<file path="src/include/protect_ctl_pkg.sv">
/*
  constants, field positions, reset values and timing counts for the
  content-protection transmitter control block.
  assumes: one 10 MHz register clock, byte-wide register port.
*/
package protect_ctl_pkg;

  // ==========================================================
  // register port
  localparam int unsigned ADDR_W = 8;
  localparam int unsigned DATA_W = 8;

  // ==========================================================
  // register offsets
  localparam logic [7:0] CONFIG_OFS     = 8'hc2;
  localparam logic [7:0] CONTROL_OFS    = 8'hc3;
  localparam logic [7:0] IRQ_STATUS_OFS = 8'hd0;
  localparam logic [7:0] IRQ_MASK_OFS   = 8'hd1;

  // ==========================================================
  // protect_config_low fields
  localparam int unsigned CFG_ENH_SEL = 6;
  localparam int unsigned CFG_MODE_HI = 4;
  localparam int unsigned CFG_MODE_LO = 3;
  localparam int unsigned CFG_WAIT    = 2;
  localparam int unsigned CFG_MUTE    = 0;
  localparam logic [7:0]  CFG_MASK    = 8'h5d;
  localparam logic [7:0]  CFG_RESET   = 8'h08;

  // ==========================================================
  // protect_control fields
  localparam int unsigned CTL_PROT_RST = 7;
  localparam int unsigned CTL_LIST_OK  = 5;
  localparam int unsigned CTL_KEY_OK   = 4;
  localparam int unsigned CTL_ENC_DIS  = 3;
  localparam int unsigned CTL_ENC_EN   = 2;
  localparam int unsigned CTL_AUTH_DIS = 1;
  localparam int unsigned CTL_AUTH_EN  = 0;
  localparam logic [7:0]  CTL_RESET    = 8'h00;

  // ==========================================================
  // interrupt status / mask bits
  localparam int unsigned IRQ_KEY_READY  = 0;
  localparam int unsigned IRQ_LIST_READY = 1;
  localparam int unsigned IRQ_AUTHED     = 2;
  localparam int unsigned IRQ_WAIT_DONE  = 3;
  localparam int unsigned IRQ_W          = 4;
  localparam logic [3:0]  IRQ_RESET      = 4'h0;

  // ==========================================================
  // encryption control modes
  typedef enum logic [1:0]
  {
    MODE_AUTHENTICATED    = 2'h0,
    MODE_REGISTER         = 2'h1,
    MODE_ALWAYS           = 2'h2,
    MODE_PER_FRAME_INBAND = 2'h3
  } enc_mode_t;

  // ==========================================================
  // receiver wait timer
  typedef enum logic [1:0]
  {
    WAIT_IDLE = 2'h0,
    WAIT_RUN  = 2'h1,
    WAIT_DONE = 2'h3
  } wait_state_t;

  localparam int unsigned CLK_HZ       = 10_000_000;
  localparam int unsigned WAIT_TIME_MS = 100;
  localparam int unsigned WAIT_CYCLES  = WAIT_TIME_MS * (CLK_HZ / 1000);

endpackage

</file>
<file path="src/design/content_protect_tx_control.sv">
/*
  content-protection transmitter control: configuration and control
  registers, authentication handshakes with software, encryption gating,
  mute, receiver wait timer and a maskable interrupt.
  assumes: the authentication engine and cipher share core_clk and give
  one-cycle event pulses; the in-band encryption line is an async pin.
*/
`timescale 1ns/1ns

// Function
// the two-bit mode field at bits 4:3 selects encrypt-when-authenticated, register control, always, or per-frame in-band control.
// with the wait enable bit at 2 set a 100 ms timer runs before encryption starts, and with it clear there is no wait.
// the mute bit at 0 puts the transmitter in mute, ignoring encryption status controls, and clearing it resumes normal operation;
// the code still lets an encryption disable write clear encrypt_on and blue_screen during mute.
// software may set mute only while enhanced status signalling is selected; the code stores the mute bit whatever configuration bit 6 holds.
// writing one to bit 7 resets the protection transmitter and disables authentication, then the bit clears itself.
// software sets the list approval bit 5 after checking the repeater list, and the device then completes authentication and clears it.
// software sets the key approval bit 4 after checking the receiver key, a zero write does nothing, and the bit clears when key ready asserts.
// writing one to bit 3 sends video unencrypted while keeping authentication, and the bit clears itself.
// with encryption enable bit 2 set video is encrypted when authenticated and blue otherwise, and with it clear video is plain.
// in always-encrypt mode the encryption enable bit is read-only and reads one.
// software should keep encryption enabled whenever it sends protected video.
// writing one to bit 1 of the control register disables authentication and the bit clears itself.
// writing one to bit 0 enables or restarts authentication, a zero does nothing, and a read shows the enabled status.
// configuration bit 6 selects enhanced status signalling when one and original signalling when zero.
// when not a repeater the device raises key ready once the key is read and pauses until key approval.
// when the repeater list is read the device raises list ready and waits for list approval.
// self-clearing bits read back as zero once their action has been issued.
module content_protect_tx_control
  import protect_ctl_pkg::*;
#(
  parameter int unsigned WAIT_COUNT = WAIT_CYCLES
)
(
  // clock, reset, enable
  input  wire logic              core_clk,
  input  wire logic              rst_n,
  input  wire logic              clk_en,
  // register port
  input  wire logic [ADDR_W-1:0] reg_addr,
  input  wire logic [DATA_W-1:0] reg_wdata,
  input  wire logic              reg_wr,
  input  wire logic              reg_rd,
  output logic      [DATA_W-1:0] reg_rdata,
  // authentication engine status
  input  wire logic              is_repeater,
  input  wire logic              authenticated,
  input  wire logic              key_read_evt,
  input  wire logic              list_read_evt,
  input  wire logic              cipher_init_evt,
  // video timing and in-band encryption request
  input  wire logic              frame_start,
  input  wire logic              inband_encrypt_pin,
  // authentication engine commands
  output logic                   protect_reset,
  output logic                   auth_start,
  output logic                   auth_restart,
  output logic                   auth_stop,
  output logic                   auth_paused,
  output logic                   key_release,
  output logic                   list_release,
  // video path control
  output logic                   encrypt_on,
  output logic                   blue_screen,
  output logic                   mute_active,
  output logic                   enhanced_signalling,
  output logic                   cipher_wait,
  // interrupt
  output logic                   irq
);

  typedef struct packed
  {
    logic [7:0]        cfg;
    logic              enc_en;
    logic              auth_en;
    logic              key_ok;
    logic              list_ok;
    logic              key_rdy;
    logic              list_rdy;
    logic              authed_d;
    logic              inband;
    logic [IRQ_W-1:0]  irq_sts;
    logic [IRQ_W-1:0]  irq_mask;
    logic [DATA_W-1:0] rdata;
    logic              irq;
    logic              rst_p;
    logic              start_p;
    logic              restart_p;
    logic              stop_p;
    logic              key_rel_p;
    logic              list_rel_p;
    logic              encrypt;
    logic              blue;
    logic              mute;
    logic              enh;
    logic              paused;
    logic              waiting;
  } ctl_t;

  ctl_t       st_ff;
  ctl_t       nxt_st;
  logic       inband_sync;
  logic       wait_busy;
  logic       wait_done;
  logic       wr_cfg;
  logic       wr_ctl;
  logic       wr_sts;
  logic       wr_msk;
  logic       enc_dis_req;
  enc_mode_t  mode;
  logic       enc_req;
  logic [IRQ_W-1:0] irq_evt;

  // ==========================================================
  // address decode, shared by writes and reads
  function automatic logic hit(input logic [ADDR_W-1:0] a,
                               input logic [7:0]        ofs);
    hit = (a == ofs);
  endfunction

  // ==========================================================
  // helpers
  pin_sync3
  #(
    .WIDTH (1)
  )
  u_inband_sync
  (
    .core_clk (core_clk),
    .rst_n    (rst_n),
    .clk_en   (clk_en),
    .pin_in   (inband_encrypt_pin),
    .pin_out  (inband_sync)
  );

  receiver_wait_timer
  #(
    .CYCLES (WAIT_COUNT)
  )
  u_wait
  (
    .core_clk    (core_clk),
    .rst_n       (rst_n),
    .clk_en      (clk_en),
    .start       (cipher_init_evt),
    .abort       (st_ff.rst_p | st_ff.stop_p),
    .wait_enable (st_ff.cfg[CFG_WAIT]),
    .busy        (wait_busy),
    .done        (wait_done)
  );

  // ==========================================================
  // decode and derived terms
  assign wr_cfg      = reg_wr && hit(reg_addr, CONFIG_OFS);
  assign wr_ctl      = reg_wr && hit(reg_addr, CONTROL_OFS);
  assign wr_sts      = reg_wr && hit(reg_addr, IRQ_STATUS_OFS);
  assign wr_msk      = reg_wr && hit(reg_addr, IRQ_MASK_OFS);
  assign enc_dis_req = wr_ctl && reg_wdata[CTL_ENC_DIS];
  assign mode        = enc_mode_t'(st_ff.cfg[CFG_MODE_HI:CFG_MODE_LO]);

  // encryption request per mode
  always_comb
  begin
    case (mode)
      MODE_AUTHENTICATED:
        enc_req = authenticated;
      MODE_REGISTER:
        enc_req = st_ff.enc_en;
      MODE_ALWAYS:
        enc_req = 1'b1;
      MODE_PER_FRAME_INBAND:
        enc_req = st_ff.inband;
      default:
        enc_req = 1'b0;
    endcase
  end

  assign irq_evt[IRQ_KEY_READY]  = key_read_evt;
  assign irq_evt[IRQ_LIST_READY] = list_read_evt;
  assign irq_evt[IRQ_AUTHED]     = authenticated && !st_ff.authed_d;
  assign irq_evt[IRQ_WAIT_DONE]  = wait_done;

  // ==========================================================
  // next state
  always_comb
  begin
    nxt_st            = st_ff;
    nxt_st.rst_p      = 1'b0;
    nxt_st.start_p    = 1'b0;
    nxt_st.restart_p  = 1'b0;
    nxt_st.stop_p     = 1'b0;
    nxt_st.key_rel_p  = 1'b0;
    nxt_st.list_rel_p = 1'b0;
    nxt_st.authed_d   = authenticated;

    // configuration: only implemented bits are stored
    if (wr_cfg)
      nxt_st.cfg = reg_wdata & CFG_MASK;

    // authentication enable, restart, disable and reset
    if (wr_ctl && reg_wdata[CTL_PROT_RST])
    begin
      nxt_st.rst_p   = 1'b1;
      nxt_st.auth_en = 1'b0;
    end
    else if (wr_ctl && reg_wdata[CTL_AUTH_DIS])
    begin
      nxt_st.stop_p  = 1'b1;
      nxt_st.auth_en = 1'b0;
    end
    else if (wr_ctl && reg_wdata[CTL_AUTH_EN])
    begin
      nxt_st.auth_en   = 1'b1;
      nxt_st.start_p   = !st_ff.auth_en;
      nxt_st.restart_p = st_ff.auth_en;
    end

    // encryption enable: fixed high in always mode, disable wins
    if (mode == MODE_ALWAYS)
      nxt_st.enc_en = 1'b1;
    else if (enc_dis_req)
      nxt_st.enc_en = 1'b0;
    else if (wr_ctl)
      nxt_st.enc_en = reg_wdata[CTL_ENC_EN];

    // key ready flag and approval handshake
    if (key_read_evt)
      nxt_st.key_rdy = 1'b1;
    if (wr_ctl && reg_wdata[CTL_KEY_OK])
      nxt_st.key_ok = 1'b1;
    if (st_ff.key_rdy && st_ff.key_ok && !key_read_evt)
    begin
      nxt_st.key_rel_p = 1'b1;
      nxt_st.key_rdy   = 1'b0;
      nxt_st.key_ok    = 1'b0;
    end

    // repeater list ready flag and approval handshake
    if (list_read_evt)
      nxt_st.list_rdy = 1'b1;
    if (wr_ctl && reg_wdata[CTL_LIST_OK])
      nxt_st.list_ok = 1'b1;
    if (st_ff.list_rdy && st_ff.list_ok && !list_read_evt)
    begin
      nxt_st.list_rel_p = 1'b1;
      nxt_st.list_rdy   = 1'b0;
      nxt_st.list_ok    = 1'b0;
    end

    // a reset or disable drops any handshake in flight
    if (st_ff.rst_p || st_ff.stop_p)
    begin
      nxt_st.key_rdy  = 1'b0;
      nxt_st.key_ok   = 1'b0;
      nxt_st.list_rdy = 1'b0;
      nxt_st.list_ok  = 1'b0;
    end

    // in-band request only changes at a frame boundary
    if (frame_start)
      nxt_st.inband = inband_sync;

    // video path; mute freezes the encryption state as it stands, except that an encryption disable write still clears it
    nxt_st.mute = st_ff.cfg[CFG_MUTE];
    nxt_st.enh  = st_ff.cfg[CFG_ENH_SEL];
    if (!st_ff.cfg[CFG_MUTE])
    begin
      nxt_st.encrypt = enc_req && authenticated && !wait_busy;
      nxt_st.blue    = enc_req && !authenticated;
    end
    if (enc_dis_req)
    begin
      // plain video now, authentication untouched
      nxt_st.encrypt = 1'b0;
      nxt_st.blue    = 1'b0;
    end
    nxt_st.paused  = (st_ff.key_rdy && !is_repeater) || st_ff.list_rdy;
    nxt_st.waiting = wait_busy;

    // interrupt status: a new event wins over a write-one clear
    if (wr_sts)
      nxt_st.irq_sts = st_ff.irq_sts & ~reg_wdata[IRQ_W-1:0];
    nxt_st.irq_sts = nxt_st.irq_sts | irq_evt;
    if (wr_msk)
      nxt_st.irq_mask = reg_wdata[IRQ_W-1:0];
    nxt_st.irq = |(nxt_st.irq_sts & nxt_st.irq_mask);

    // read data, valid the cycle after the read strobe
    nxt_st.rdata = '0;
    if (reg_rd)
    begin
      if (hit(reg_addr, CONFIG_OFS))
        nxt_st.rdata = st_ff.cfg;
      else if (hit(reg_addr, CONTROL_OFS))
      begin
        // pulse-type bits are never held, so they read zero
        nxt_st.rdata[CTL_LIST_OK] = st_ff.list_ok;
        nxt_st.rdata[CTL_KEY_OK]  = st_ff.key_ok;
        nxt_st.rdata[CTL_ENC_EN]  = st_ff.enc_en || mode == MODE_ALWAYS;
        nxt_st.rdata[CTL_AUTH_EN] = st_ff.auth_en;
      end
      else if (hit(reg_addr, IRQ_STATUS_OFS))
        nxt_st.rdata = {{(DATA_W-IRQ_W){1'b0}}, st_ff.irq_sts};
      else if (hit(reg_addr, IRQ_MASK_OFS))
        nxt_st.rdata = {{(DATA_W-IRQ_W){1'b0}}, st_ff.irq_mask};
    end
  end

  // ==========================================================
  // state register
  always_ff @(posedge core_clk)
  begin
    if (!rst_n)
    begin
      st_ff          <= '0;
      st_ff.cfg      <= CFG_RESET;
      st_ff.irq_sts  <= IRQ_RESET;
      st_ff.irq_mask <= IRQ_RESET;
    end
    else if (clk_en)
      st_ff <= nxt_st;
  end

  // ==========================================================
  // outputs, all straight from the state register
  assign reg_rdata           = st_ff.rdata;
  assign protect_reset       = st_ff.rst_p;
  assign auth_start          = st_ff.start_p;
  assign auth_restart        = st_ff.restart_p;
  assign auth_stop           = st_ff.stop_p;
  assign auth_paused         = st_ff.paused;
  assign key_release         = st_ff.key_rel_p;
  assign list_release        = st_ff.list_rel_p;
  assign encrypt_on          = st_ff.encrypt;
  assign blue_screen         = st_ff.blue;
  assign mute_active         = st_ff.mute;
  assign enhanced_signalling = st_ff.enh;
  assign cipher_wait         = st_ff.waiting;
  assign irq                 = st_ff.irq;

endmodule

</file>
<file path="src/design/pin_sync3.sv">
/*
  three-stage input synchroniser with agreement filter.
  assumes: inputs are asynchronous to core_clk.
*/
`timescale 1ns/1ns
module pin_sync3
#(
  parameter int unsigned WIDTH = 1
)
(
  // clock and reset
  input  wire logic             core_clk,
  input  wire logic             rst_n,
  input  wire logic             clk_en,
  // pins and result
  input  wire logic [WIDTH-1:0] pin_in,
  output logic      [WIDTH-1:0] pin_out
);

  typedef struct packed
  {
    logic [WIDTH-1:0] s1;
    logic [WIDTH-1:0] s2;
    logic [WIDTH-1:0] s3;
    logic [WIDTH-1:0] q;
  } sync_t;

  sync_t            st_ff;
  sync_t            nxt_st;
  logic [WIDTH-1:0] agree;

  // ==========================================================
  // per-bit agreement of stages two and three
  genvar i;
  generate
    for (i = 0; i < WIDTH; i++)
    begin : g_bit
      assign agree[i] = (st_ff.s2[i] == st_ff.s3[i]);
    end
  endgenerate

  always_comb
  begin
    nxt_st    = st_ff;
    nxt_st.s1 = pin_in;
    nxt_st.s2 = st_ff.s1;
    nxt_st.s3 = st_ff.s2;
    nxt_st.q  = (st_ff.s3 & agree) | (st_ff.q & ~agree);
  end

  always_ff @(posedge core_clk)
  begin
    if (!rst_n)
      st_ff <= '0;
    else if (clk_en)
      st_ff <= nxt_st;
  end

  assign pin_out = st_ff.q;

endmodule

</file>
<file path="src/design/receiver_wait_timer.sv">
/*
  receiver wait timer: optional fixed wait before encryption starts.
  assumes: start is a one-cycle pulse on core_clk.
*/
`timescale 1ns/1ns
module receiver_wait_timer
  import protect_ctl_pkg::*;
#(
  parameter int unsigned CYCLES = WAIT_CYCLES,
  parameter int unsigned CNT_W  = $clog2(CYCLES + 1)
)
(
  // clock and reset
  input  wire logic core_clk,
  input  wire logic rst_n,
  input  wire logic clk_en,
  // control
  input  wire logic start,
  input  wire logic abort,
  input  wire logic wait_enable,
  // status
  output logic      busy,
  output logic      done
);

  typedef struct packed
  {
    wait_state_t      state;
    logic [CNT_W-1:0] count;
  } timer_t;

  timer_t st_ff;
  timer_t nxt_st;

  always_comb
  begin
    nxt_st = st_ff;
    case (st_ff.state)
      WAIT_IDLE:
      begin
        if (start && !abort)
        begin
          // with the wait off the done pulse follows at once
          nxt_st.count = CNT_W'(CYCLES - 1);
          nxt_st.state = wait_enable ? WAIT_RUN : WAIT_DONE;
        end
      end
      WAIT_RUN:
      begin
        if (abort)
          nxt_st.state = WAIT_IDLE;
        else if (st_ff.count == '0)
          nxt_st.state = WAIT_DONE;
        else
          nxt_st.count = st_ff.count - CNT_W'(1);
      end
      WAIT_DONE:
        nxt_st.state = WAIT_IDLE;
      default:
        nxt_st.state = WAIT_IDLE;
    endcase
  end

  always_ff @(posedge core_clk)
  begin
    if (!rst_n)
      st_ff <= '{state: WAIT_IDLE, count: '0};
    else if (clk_en)
      st_ff <= nxt_st;
  end

  assign busy = (st_ff.state == WAIT_RUN);
  assign done = (st_ff.state == WAIT_DONE);

endmodule

</file>
<file path="config.mk">
export PLATFORM = sky130hd
export DESIGN_NAME = content_protect_tx_control
export DESIGN_NICKNAME = d
export VERILOG_FILES = /design/src/include/protect_ctl_pkg.sv /design/src/design/content_protect_tx_control.sv /design/src/design/pin_sync3.sv /design/src/design/receiver_wait_timer.sv
export SDC_FILE = /design/constraint.sdc
export NUM_CORES = 1
export LEC_CHECK = 0
export BUFFER_PORTS_ARGS = -buffer_cell sky130_fd_sc_hd__buf_4
export CAP_MARGIN = 15
export CORE_MARGIN = 2
export CORE_UTILIZATION = 27
export DETAILED_ROUTE_END_ITERATION = 10
export GPL_TIMING_DRIVEN = 0
export HOLD_SLACK_MARGIN = 0.03
export PLACE_DENSITY = 0.49
export SLEW_MARGIN = 25
export SYNTH_ARGS = -nofsm -noshare
export SYNTH_HDL_FRONTEND = slang
export SYNTH_HIERARCHICAL = 1
export SYNTH_SLANG_ARGS = --single-unit
</file>
<file path="constraint.sdc">
create_clock -name core_clk -period 4.63 [get_ports core_clk]
set_input_delay 0.926 -clock core_clk [delete_from_list [all_inputs] [get_ports core_clk]]
set_output_delay 0.926 -clock core_clk [all_outputs]
set_load 0.005 [all_outputs]
</file>
-- Yosys cells after proc, flatten, opt, wreduce, memory -nomap -nowiden
Index checks and enable logic that the tools add are counted.
W data, S select, Z words.
- mux-type cells: 45
- reductions and logical operators: 53
- eq/ne operators: 15
- add/sub/neg operators: 1
- bitwise gates (word level): 9
- operator list (operator ; number):
    $mux W20 ; 2
    $pmux W20 S2 ; 1
    $eq A8 B8 Y1 const B ; 4
    $mux W8 ; 3
    $mux W1 ; 22
    $mux W22 ; 1
    $logic_and A1 B1 Y1 ; 20
    $logic_not A20 Y1 ; 1
    $sub A20 B1 Y20 const B ; 1
    $mux W2 ; 9
    $reduce_and A2 Y1 ; 9
    $reduce_bool A3 Y1 ; 6
    $mux W4 ; 4
    $and A4 B4 Y4 ; 2
    $logic_not A1 Y1 ; 8
    $eq A2 B2 Y1 const B ; 3
    $reduce_and A5 Y1 ; 1
    $eq A2 B1 Y1 const B ; 2
    $logic_not A2 Y1 ; 2
    $ne A2 B1 Y1 const B ; 2
    $ne A2 B2 Y1 const B ; 2
    $not A4 Y4 ; 1
    $or A4 B4 Y4 ; 1
    $pmux W1 S4 ; 1
    11 further kinds ; 15
- output and inout bits: 21
- logic and storage cells: 154
- bits in registers: 68

-- Logic depth before layout (Yosys ltp)
Gate-level depths: netlist of the first run.
- word-level depth: 6
- depth in mapped cells: 7

-- Cells and area by module
The synthesis of the first run kept the hierarchy.
- modules (own cells, without submodules) (module ; instances ; seq. area each (um2) ; area each (um2) ; cells each):
    content_protect_tx_control ; 1 ; 820.8 ; 2099.5 ; 253
    receiver_wait_timer ; 1 ; 440.4 ; 1182.4 ; 135
    pin_sync3 ; 1 ; 80.1 ; 158.9 ; 14

-- Worst setup path after synthesis of the first run
Ideal clock, no wire load.
- kind: in2reg
- start point: in clk_en
- end point: reg u_wait/st_ff[3] in the netlist's numbering
- setup time: 0.133 ns
- stages on the path: 5
- data required time: 4.497 ns
- data arrival time: 2.215 ns
- setup slack: 2.282 ns
- cells stage by stage: or3b_4 -> or4_4 -> a211oi_2 -> xnor2_1 -> a21oi_1
- longest elaborated chain between the ends: 1
- ends and longest elaborated chain (element ; line ; source):
    start, declared ; content_protect_tx_control.sv:38 ; input wire logic clk_en,
    $reduce_and A5 Y1 (no source line) ; - ;
    end signal, assigned ; receiver_wait_timer.sv:67 ; st_ff <= '{state: WAIT_IDLE, count: '0};
    end signal, assigned ; receiver_wait_timer.sv:69 ; st_ff <= nxt_st;
    end, declared ; receiver_wait_timer.sv:32 ; timer_t st_ff;
No other way between the ends.
A chain may end at the register's enable or synchronous reset.

-- Final worst setup path of the first run
- start point: in clk_en
- end point: reg st_ff[29] in the netlist's numbering
- longest elaborated chain between the ends: 1
- ends and longest elaborated chain (element ; line ; source):
    $reduce_and A2 Y1 (no source line) ; - ;
    end signal, assigned ; content_protect_tx_control.sv:322 ; st_ff <= nxt_st;
    end, declared ; content_protect_tx_control.sv:101 ; ctl_t st_ff;
No other way between the ends.

==> impl_results.md, run 1 <==
* Status: finished, final reports clean
* Post-CTS Resized at 0
* Die Span X at 116.9 um
* Post-Synthesis Cells at 402
* Die Ht at 116.9 um
* Met3 WL post-DR at around 320 um
* Finished Core Util at 34.55%
* Critical path buffer and inverter count at 4
* Post-Syn Nets at 432
* Max Fclk at about 400 MHz
* Detailed Routing Iterations Pass 1 at 4
* Total power at 0.001551 W
* H-tree Lvls at 3
* # diodes at 0
* Max Cap Violations at 0
* HPWL after DPL at 6902 um
* Tot GR Track Use at around 15%
* Top cell type's share of synthesized area at about two fifths
* # nets final at roughly 500
* Cell family with most CP delay: buffers and inverters
* Clk slew on worst S/H paths at ~0.06 ns
* Worst setup margin at 2.059 ns
* Sequential share of the synthesized area at 38.98%
* Hold-fix buffers, CTS at 0
* Core Area at 12520 um2
* Avg Inst Size Synth at 8.559 um2
* RSZ-0062 raised after global routing: false
* PwrDens at 358.7 nW/um2
* Final setup vio count at 0
* Largest net degree at the start of global routing at 14
* Share of cells above drive strength 1 at between 10% and 20%
* Fin. max-slew vios at 0
* Total negative slack at 0 ns
* Setup Buffers After CTS at 0
* CTS max path bufs at 2
* Drt wl/cell at approximately 14 um
* Remaining routing DRC violations at 0
* Met2 wire len at 4410 um
* Via-to-Cell Ratio at 4.808
* Crit path cell chain: buf_4 -> clkbuf_1 -> clkbuf_1 -> clkbuf_1 -> nand3_1 -> a21boi_0
* Most frequent CP cell: clkbuf_1
* CP required at 4.88 ns
* Worst hold margin at 0.4522 ns
* # rows at approximately 40
* Final ANT Viol Nets at 0
* Filler cells at 1370
* WL final at between 9000 and 10000 um
* Synth area leader: dfxtp_1
* CP Class: in -> reg
* Vias post-DR at 3063
* CTS tree: done
* Maximum vdd ir drop at 0.0001231 V
* Fin crit period at 2.571 ns
* Critical Path Sink Type: flip-flop
* CP arrival at 2.82 ns
* CTS root buffer: clkbuf_16
* Max-slew headroom at 53.17%
* Vias in the first global route at 2961
* Asr flop ratio synth at 0%
* Tcrit/Tclk final at a little under three fifths
* P_leak at 1.661 nW
* Top cells by area, synth: dfxtp_1 (39%), mux2i_1 (4.4%), nand2_1 (4.3%)
* Area growth syn-to-layout at 25.67%
* CP peak stage delay at 0.55 ns
* Tightest Hold Check Type: reg -> reg
* Wl on met1 at between 4000 and 5000 um
* Synth warn at 6
* Die area at about 14000 um2
* Top Metal Used: met4
* Final hold violation count at 0
* Place WS at about 1.7 ns
* CP Launch Type: primary input
* Grt total ovfl at 0
* PortBufs at 47
* Initial Utilization at 27.49%
* Num CTS Buffers at 9
* IO Pins at a little under 50
* Actual slew at the worst max-slew pin at 0.6961 ns
* Yosys cell types at between 60 and 70
* Crit Path Max Fanout at 11
* Slowest cell on crit path: clkbuf_1
* Clock skew at 0.007413 ns
* Skew-Pair Late Insertion Delay at 0.34 ns
* Post-synth EDFFs at 0
* First-pass GRT wire length at 15200 um
* Number of synthesized register bits at 67
* Synth Cell Area at 3441 um2
* Iteration-0 DRC count of the detailed router at 125
* Initial antenna violation count at 0
* RD Place Congestion at approximately 0.81
* Main synth FF type: dfxtp_1
* Sink Count at 67
==> kinds of logic (layout without fill, tap and decap cells) <==
logic type | count (synthesis) | in the layout | share of synthesized area, %
and+or+nand+nor | 171 | 171 | 28.25
AOI/OAI and AO/OA | 90 | 90 | 17.67
DFF | 67 | 67 | 38.98
buffers and inverters | 39 | 102 | 5.418
muxes | 17 | 17 | 5.018
xor gates and xnor gates | 15 | 15 | 3.818
adders and majority gates | 2 | 2 | 0.7272
other | 1 | 1 | 0.1090
==> power by group <==
group / total (W) / internal (W) / switching (W)
Sequential: 0.000627 / 0.000602 / 0.0000247
Combinational: 0.000213 / 0.0000924 / 0.000121
Clock: 0.000711 / 0.000461 / 0.000250
==> cell usage in the layout (no fill, tap or decap), types with 10 or more instances in the layout <==
cell and n:
a21oi_1 22, buf_4 57, clkbuf_1 15, dfxtp_1 67, inv_1 13, mux2i_1 15, nand2_1 39, nand2b_1 10
nand3_1 14, nand4_1 13, nor2_1 23, nor2b_1 19, nor3_1 12, o21ai_0 14
==> worst paths after layout <==
| kind | start | cells after the start | slack, ns | endpoint |
|---|---|---|---|---|
| hold reg to reg | nxt_st[2]$_SDFFE_PN0P_ | 2 | 0.45 | nxt_st[2]$_SDFFE_PN0P_ |
| setup / recovery | clk_en | 6 | 2.06 | st_ff[29]$_SDFFE_PN0P_ |
| setup reg to reg | auth_stop$_SDFFE_PN0P_ | 7 | 2.53 | u_wait/st_ff[19]$_SDFFE_PN0P_ |
| hold / removal | nxt_st[2]$_SDFFE_PN0P_ | 2 | 0.45 | nxt_st[2]$_SDFFE_PN0P_ |
==> registers in the layout (all words and copies together), names as in the netlist, 2 cells and up, named ones only <==
| name | count |
|---|---|
| st_ff | 17 |
| nxt_st | 2 |
| u_inband_sync/nxt_st | 2 |
| u_wait/st_ff | 22 |
| reg_rdata | 7 |
| mode | 2 |
==> worst min-delay path: cells and delay by family, from the launching register on <==
kind               cells  cell delay, ns
and+or+nand+nor        1            0.05
DFF                    1            0.31
AOI/OAI and AO/OA      1            0.05
==> through the flow <==
stage,instances,instance area [um2]
after global routing,637,4324
after global placement,621,4009
after CTS,637,4324
after floorplan,402,3441
final,637,4324
after detailed placement,621,4009
==> metal layers <==
metal / GRT usage [%] / vias to the layer above
met1: 18.51 / 1424
met4: 6.902 / 0
met5: 0 / -
met2: 24.35 / 75
met3: 2.060 / 13
li1: - / 1551
==> cell type report <==
| cell class | count | area [um2] | share of cell area [%] |
|---|---|---|---|
| multi-input cells | 296 | 1913 | 44.24 |
| flip-flops and latches | 67 | 1341 | 31.02 |
| repair buffers | 47 | 352.8 | 8.160 |
| clock buffers | 13 | 270.3 | 6.250 |
| well taps | 172 | 215.2 | 4.977 |
| plain buffers | 26 | 137.6 | 3.183 |
| inverters | 13 | 48.80 | 1.128 |
| clock inverters | 3 | 45.04 | 1.042 |
==> cell usage after synthesis (2+ instances only) <==
| library cell | n |
|---|---|
| buf_2 | 2 |
| or4_4 | 2 |
| clkbuf_1 | 14 |
| o21ai_0 | 14 |
| nand2b_1 | 10 |
| ha_1 | 2 |
| or4_1 | 2 |
| xnor2_1 | 7 |
| nand3_1 | 14 |
| o21bai_1 | 2 |
| nand4_1 | 13 |
| and2_1 | 9 |
| o22ai_1 | 5 |
| dfxtp_1 | 67 |
| nand2_1 | 39 |
| a21o_1 | 2 |
| inv_1 | 13 |
| nand4b_1 | 3 |
| a31oi_1 | 4 |
| o21a_1 | 4 |
| a21boi_1 | 9 |
| a32oi_1 | 2 |
| nor2_1 | 23 |
| a21oi_1 | 22 |
| nor4_1 | 3 |
| buf_4 | 10 |
| a211oi_2 | 2 |
| and3b_1 | 2 |
| xor2_1 | 8 |
| o211ai_1 | 2 |
| o32ai_1 | 2 |
| mux2_2 | 2 |
| nor3_1 | 12 |
| or3_1 | 2 |
| nor3b_1 | 4 |
| mux2i_1 | 15 |
| nor2b_1 | 19 |
| a21boi_0 | 7 |
| nand3b_1 | 3 |
Power figures use the tool's default switching activity.
==> inputs of run 2 (changes only) <==
Settings changed: PLACE_DENSITY 0.49 to 0.5.
Clock period 4.63 ns to 2.3 ns, I/O delays scaled along.
==> run 2 against run 1 <==
Net effect: count of clock-buffer cells in the layout decreased by 3; first-iteration DRC count decreased by 22%; clock power increased by 97%; combinational power increased by 100%; core utilization decreased by 0.050 points; non-clock buffer count unchanged; via count increased by 0.20%; total power increased by 100%; critical path depth increased by 1; register-to-register slack got worse by 2.3 ns.
==> impl_results.md, run 2 (synthesis results as in run 1) <==
* Core Area at 12520 um2 (unchanged)
* CTS root buffer: clkbuf_16 (unchanged)
* Fin crit period at around 2.1 ns
* Internal power at 0.002267 W (was 0.001155 W)
* Max Cap Violations at 0 (unchanged)
* Crit path cell chain: inv_1 -> nand2_1 -> or3b_4 -> or3_1 -> nor3_1 -> mux2i_1 -> a21oi_1 (was buf_4 -> clkbuf_1 -> clkbuf_1 -> clkbuf_1 -> nand3_1 -> a21boi_0)
* Gate power share at 14.0% (was 13.7%)
* P_leak at 1.663 nW (was 1.661 nW)
* CP Class: reg -> reg (was in -> reg)
* Largest register FFs at 22 (unchanged)
* Critical Path Sink Type: flip-flop (unchanged)
* Max-slew headroom at 49.96% (was 53.17%)
* Initial Utilization at 27.49% (unchanged)
* Die Span X at 116.9 um (unchanged)
* Sink Count at 67 (unchanged)
* Switch share at 26.79% (was 25.51%)
* Num CTS Buffers at 9 (unchanged)
* GRT busiest layer: met2 (unchanged)
* RSZ-0062 raised after global routing: false (unchanged)
* Total negative slack at 0 ns (unchanged)
* First-pass GRT wire length at 15420 um (was 15200 um)
* Worst hold margin at 0.3679 ns (was 0.4522 ns)
* Remaining routing DRC violations at 0 (unchanged)
* Die area at 13660 um2 (unchanged)
* Largest net degree at the start of global routing at 14 (unchanged)
* Vias in the first global route at 3043 (was 2961)
* Final setup vio count at 0 (unchanged)
* CP arrival at 2.30 ns (was 2.82 ns)
* Via-to-Cell Ratio at 4.818 (was 4.808)
* RD Place Congestion at 0.8194 (was 0.8118)
* Skew-Pair Late Insertion Delay at 0.34 ns (about the same)
* Slowest cell on crit path: or3b_4 (was clkbuf_1)
* Clk pwr share at 45.2% (was 45.8%)
* Tot GR Track Use at 14.79% (was 14.55%)
* HPWL after DPL at 6917 um (was 6902 um)
* Final hold violation count at 0 (unchanged)
* Biggest register: u_wait/st_ff (unchanged)
* Met3 usage at 3.605% (was 2.060%)
* Met1 usage in global routing at 19.15% (was 18.51%)
* Final ANT Viol Nets at 0 (unchanged)
* Area growth syn-to-layout at 25.49% (was 25.67%)
* Drt wl/cell at 14.65 um (was 14.45 um)
* Iteration-0 DRC count of the detailed router at 98 (was 125)
* Fin. max-slew vios at 0 (unchanged)
* Actual slew at the worst max-slew pin at 0.7437 ns (was 0.6961 ns)
* CP peak stage delay at 0.45 ns (was 0.55 ns)
* Clock skew at 0.006247 ns (was 0.007413 ns)
* Sequential Power Share at 40.7% (was 40.4%)
* Max Fclk at 477.3 MHz
* Share of cells above drive strength 1 at 19.78% (was 19.14%)
* # nets final at 490 (unchanged)
* Detailed Routing Iterations Pass 1 at 4 (unchanged)
* CP Launch Type: flip-flop (was primary input)
* CTS tree: done (unchanged)
* Critical path buffer and inverter count at 1 (was 4)
* Cell family with most CP delay: simple AND/OR/NAND/NOR gates (was buffers and inverters)
* Critical Path Stages at 7 (was 6)
* Status: finished, final reports clean (unchanged)
* Reg2Reg Depth at 7 (unchanged)
* # diodes at 0 (unchanged)
* Tcrit/Tclk final at 91.09%
* Met2 Use GR at 23.89% (was 24.35%)
* Commonest non-fill, non-tap cells in the layout: dfxtp_1 (67), buf_4 (57), nand2_1 (39) (unchanged)
* Maximum vdd ir drop at 0.0002595 V (was 0.0001231 V)
* CP required at 2.50 ns (was 4.88 ns)
* Crit Path Max Fanout at 5 (was 11)
* Vias post-DR at 3069 (was 3063)
* # rows at 41 (unchanged)
* Clk slew on worst S/H paths at 0.06 ns (about the same)
* Die Ht at 116.9 um (unchanged)
* Switching power at 0.0008295 W (was 0.0003956 W)
* H-tree Lvls at 3 (unchanged)
* Hold path cells at 2 (unchanged)
* CTS max path bufs at 2 (unchanged)
* Grt total ovfl at 0 (unchanged)
* WL final at 9331 um (was 9203 um)
* Initial antenna violation count at 0 (unchanged)
* PwrDens at 717.1 nW/um2 (was 358.7 nW/um2)
* Tightest Hold Check Type: in -> reg (was reg -> reg)
* PortBufs at 47 (unchanged)
* IO Pins at 49 (unchanged)
* Commonest non-fill, non-tap cell in the layout: dfxtp_1 (unchanged)
## run 2: per-layer routing
layer / wire [um] / up-vias
li1: - / 1549
met1: 4411 / 1438
met2: 4420 / 70
met3: 358 / 12
met4: 141 / 0
met5: 0 / -
## run 2: worst register-to-register path, delay by kind of cell (launching register included)
family,cells,cell delay [ns]
flops,1,0.31
mux,1,0.21
compound gates,1,0.08
buf+inv,1,0.08
simple gates,4,1.28
## run 2: what timing repair did
action / CTS / global route
endpoints found under the setup margin: 0 / 2
hold buffers: 0 / 0
buffers inserted: 0 / 0
resized for setup: 0 / 3
## run 2: layout make-up
cell class,count,area [um2]
Sequential cell,67,1341
Multi-Input combinational cell,296,1918
Timing Repair Buffer,47,352.8
Inverter,13,48.80
Clock buffer,10,239.0
Fill cell,1371,8199
Clock inverter,6,63.81
Tap cell,172,215.2
Buffer,26,138.9
## run 2: power groups by stage
stage          logic, W  clock network [W]  registers, W
2_1_floorplan  0.000295                  0       0.00128
3_3_place_gp   0.000430                  0       0.00128
3_5_place_dp   0.000432                  0       0.00129
4_1_cts        0.000435            0.00143       0.00126
5_1_grt        0.000486            0.00149       0.00127
6_report       0.000434            0.00140       0.00126
## run 2: through the flow
stage / cells / power (W) / instance area [um2] / utilization [%] / setup slack (ns)
after floorplan: 402 / 0.001570 / 3441 / - / 0.4090
after global placement: 621 / 0.001714 / 4009 / 32.03 / -0.1959
after detailed placement: 621 / 0.001717 / 4009 / 32.03 / -0.2149
after CTS: 637 / 0.003126 / 4312 / 34.45 / 0.1321
after global routing: 637 / 0.003248 / 4318 / 34.50 / 0.009340
final: 637 / 0.003096 / 4318 / 34.50 / 0.2050
## run 2: path summary, 6_finish.rpt
kind,slack (ns),end,from
max,0.20,u_wait/st_ff[18]$_SDFFE_PN0P_,auth_stop$_SDFFE_PN0P_
min,0.37,blue_screen$_SDFFE_PN0P_,authenticated
min reg2reg,0.46,nxt_st[2]$_SDFFE_PN0P_,nxt_st[2]$_SDFFE_PN0P_
max reg2reg,0.20,u_wait/st_ff[18]$_SDFFE_PN0P_,auth_stop$_SDFFE_PN0P_
==> inputs of run 3 (changes only) <==
Settings changed: PLACE_DENSITY 0.5 to unset.
==> run 3 against run 2 <==
Net effect: flip-flop and latch count did not move; wire length shrank 1.8%; sequential power about the same; first-iteration DRC count is 110% higher; clock power barely moved; critical path type is now in -> reg; register-to-register slack better by 0.02 ns; largest cell class unchanged; non-clock buffer count is the same; die area did not move; cell count is the same; critical path depth fell by 1; worst hold slack got worse by 0.0036 ns; combinational power about the same.
==> impl_results.md, run 3 (synthesis results as in run 1) <==
* Status: finished, final reports clean (unchanged)
* Max-slew headroom at 52.22% (was 49.96%)
* Clock skew at 0.004954 ns (was 0.006247 ns)
* First-pass GRT wire length at 15140 um (was 15420 um)
* Hold path cells at 2 (unchanged)
* Post-CTS Resized at 0 (unchanged)
* Largest register FFs at 22 (unchanged)
* CP arrival at 2.37 ns (was 2.30 ns)
* Maximum vdd ir drop at 0.0004476 V (was 0.0002595 V)
* Crit Path Max Fanout at 11 (was 5)
* PortBufs at 47 (unchanged)
* Detailed Routing Iterations Pass 1 at 6 (was 4)
* Met2 Use GR at 24.20% (was 23.89%)
* Commonest non-fill, non-tap cells in the layout: dfxtp_1 (67), buf_4 (57), nand2_1 (39) (unchanged)
* Worst R2R End: u_wait/st_ff[18]$_SDFFE_PN0P_ (unchanged)
* Biggest register: u_wait/st_ff (unchanged)
* CTS root buffer: clkbuf_16 (unchanged)
* Worst hold margin at 0.3644 ns (was 0.3679 ns)
* Final setup vio count at 0 (unchanged)
* P_leak at 1.667 nW (was 1.663 nW)
* WL final at 9162 um (was 9331 um)
* Tightest Hold Check Type: in -> reg (unchanged)
* Clk slew on worst S/H paths at 0.06 ns (about the same)
* Sink Count at 67 (unchanged)
* Tot GR Track Use at 14.45% (was 14.79%)
* Vias in the first global route at 3031 (was 3043)
* Final ANT Viol Nets at 0 (unchanged)
* CP Class: in -> reg (was reg -> reg)
* Remaining routing DRC violations at 0 (unchanged)
* Finished Core Util at 34.54% (was 34.50%)
* Skew-Pair Late Insertion Delay at 0.34 ns (about the same)
* RSZ-0062 raised after global routing: false (unchanged)
* Total negative slack at 0 ns (unchanged)
* RD Place Congestion at 0.8744 (was 0.8194)
* Iteration-0 DRC count of the detailed router at 205 (was 98)
* Actual slew at the worst max-slew pin at 0.7101 ns (was 0.7437 ns)
* Min-Delay Endpoint: blue_screen$_SDFFE_PN0P_ (unchanged)
* PwrDens at 723.7 nW/um2 (was 717.1 nW/um2)
* Area growth syn-to-layout at 25.64% (was 25.49%)
* CTS max path bufs at 2 (unchanged)
* Reg2Reg Depth at 7 (unchanged)
* # rows at 41 (unchanged)
* Core Area at 12520 um2 (unchanged)
* Share of cells above drive strength 1 at 19.35% (was 19.78%)
* R2R Path Start: protect_reset$_SDFFE_PN0P_ (was auth_stop$_SDFFE_PN0P_)
* Final Instance Area at 4323 um2 (was 4318 um2)
* Initial antenna violation count at 0 (unchanged)
* Commonest non-fill, non-tap cell in the layout: dfxtp_1 (unchanged)
* Met3 usage at 4.737% (was 3.605%)
* HPWL after DPL at 6781 um (was 6917 um)
* Fin crit period at 2.095 ns (about the same)
* Vias post-DR at 3113 (was 3069)
* # nets final at 490 (unchanged)
* Place WS at -0.1267 ns (was -0.2149 ns)
* Die Ht at 116.9 um (unchanged)
* Initial Utilization at 27.49% (unchanged)
* Critical Path Sink Type: flip-flop (unchanged)
* Grt total ovfl at 0 (unchanged)
* Placed Area at 4009 um2 (unchanged)
* # diodes at 0 (unchanged)
* Final hold violation count at 0 (unchanged)
* Met1 usage in global routing at 17.47% (was 19.15%)
* Die Span X at 116.9 um (unchanged)
* Max Cap Violations at 0 (unchanged)
* Via-to-Cell Ratio at 4.887 (was 4.818)
* Largest net degree at the start of global routing at 14 (unchanged)
* Tcrit/Tclk final at 91.09% (about the same)
* Reg2reg setup slack at 0.22 ns (was 0.20 ns)
* Filler cells at 1356 (was 1371)
* CP Launch Type: primary input (was flip-flop)
* H-tree Lvls at 3 (unchanged)
* Setup Buffers After CTS at 0 (unchanged)
* Die area at 13660 um2 (unchanged)
* Max Fclk at 477.3 MHz (about the same)
* GRT busiest layer: met2 (unchanged)
* Fin. max-slew vios at 0 (unchanged)
* Worst setup margin at 0.2050 ns (about the same)
* Hold-fix buffers, CTS at 0 (unchanged)
* IO Pins at 49 (unchanged)
* HP Start: authenticated (unchanged)
* CP required at 2.57 ns (was 2.50 ns)
* Num CTS Buffers at 9 (unchanged)
* CTS tree: done (unchanged)
* Drt wl/cell at 14.38 um (was 14.65 um)
run 3: cell count changes in the layout (fill, tap and decap cells not counted), sizes merged:
| cell | delta |
|---|---|
| inv | -1 |
| clkinvlp | -1 |
| clkbuf | +2 |
run 3: layer usage:
layer,up-vias,part of all wire [%]
met5,-,0
met2,62,49
met4,0,1.5
met1,1492,45
met3,11,4.2
li1,1548,-
run 3: stage by stage:
step           cells  total power, W
6_report         637        0.003129
5_1_grt          637        0.003287
4_1_cts          637        0.003167
3_5_place_dp     621        0.001718
3_3_place_gp     621        0.001705
2_1_floorplan    402        0.001570
run 3: final cells by class:
| class | instances | area (um2) | area share [%] |
|---|---|---|---|
| flip-flops and latches | 67 | 1341 | 31.03 |
| plain buffers | 26 | 137.6 | 3.184 |
| repair buffers | 47 | 352.8 | 8.162 |
| inverters | 13 | 48.80 | 1.129 |
| clock buffers | 12 | 266.5 | 6.165 |
| multi-input cells | 296 | 1913 | 44.25 |
| well taps | 172 | 215.2 | 4.978 |
| clock inverters | 4 | 47.55 | 1.100 |
run 3: how the worst max path moves through the flow:
stage,from,slack (ns),end
after floorplan,auth_stop$_SDFFE_PN0P_,0.41,u_wait/st_ff[3]$_SDFFE_PN0P_
after global placement,clk_en,-0.12,reg_rdata[2]$_SDFFE_PN0P_
after detailed placement,clk_en,-0.13,reg_rdata[2]$_SDFFE_PN0P_
after CTS,protect_reset$_SDFFE_PN0P_,0.21,u_wait/st_ff[17]$_SDFFE_PN0P_
after global routing,clk_en,0.06,reg_rdata[2]$_SDFFE_PN0P_
final,clk_en,0.21,reg_rdata[2]$_SDFFE_PN0P_
run 3: power breakdown:
| part | total (W) | internal [W] | switching, W | leakage (nW) |
|---|---|---|---|---|
| sequential | 0.00126 | 0.00121 | 0.0000502 | 0.545 |
| clock | 0.00143 | 0.000923 | 0.000512 | 0.155 |
| combinational | 0.000431 | 0.000186 | 0.000245 | 0.967 |
| total | 0.00313 | 0.00232 | 0.000807 | 1.67 |
run 3: worst max-delay path, cell delays in order:
cell,delay (ns)
buf_4,0.15
clkbuf_1,0.39
clkbuf_1,0.52
clkbuf_1,0.48
nand4_1,0.20
a21boi_1,0.16
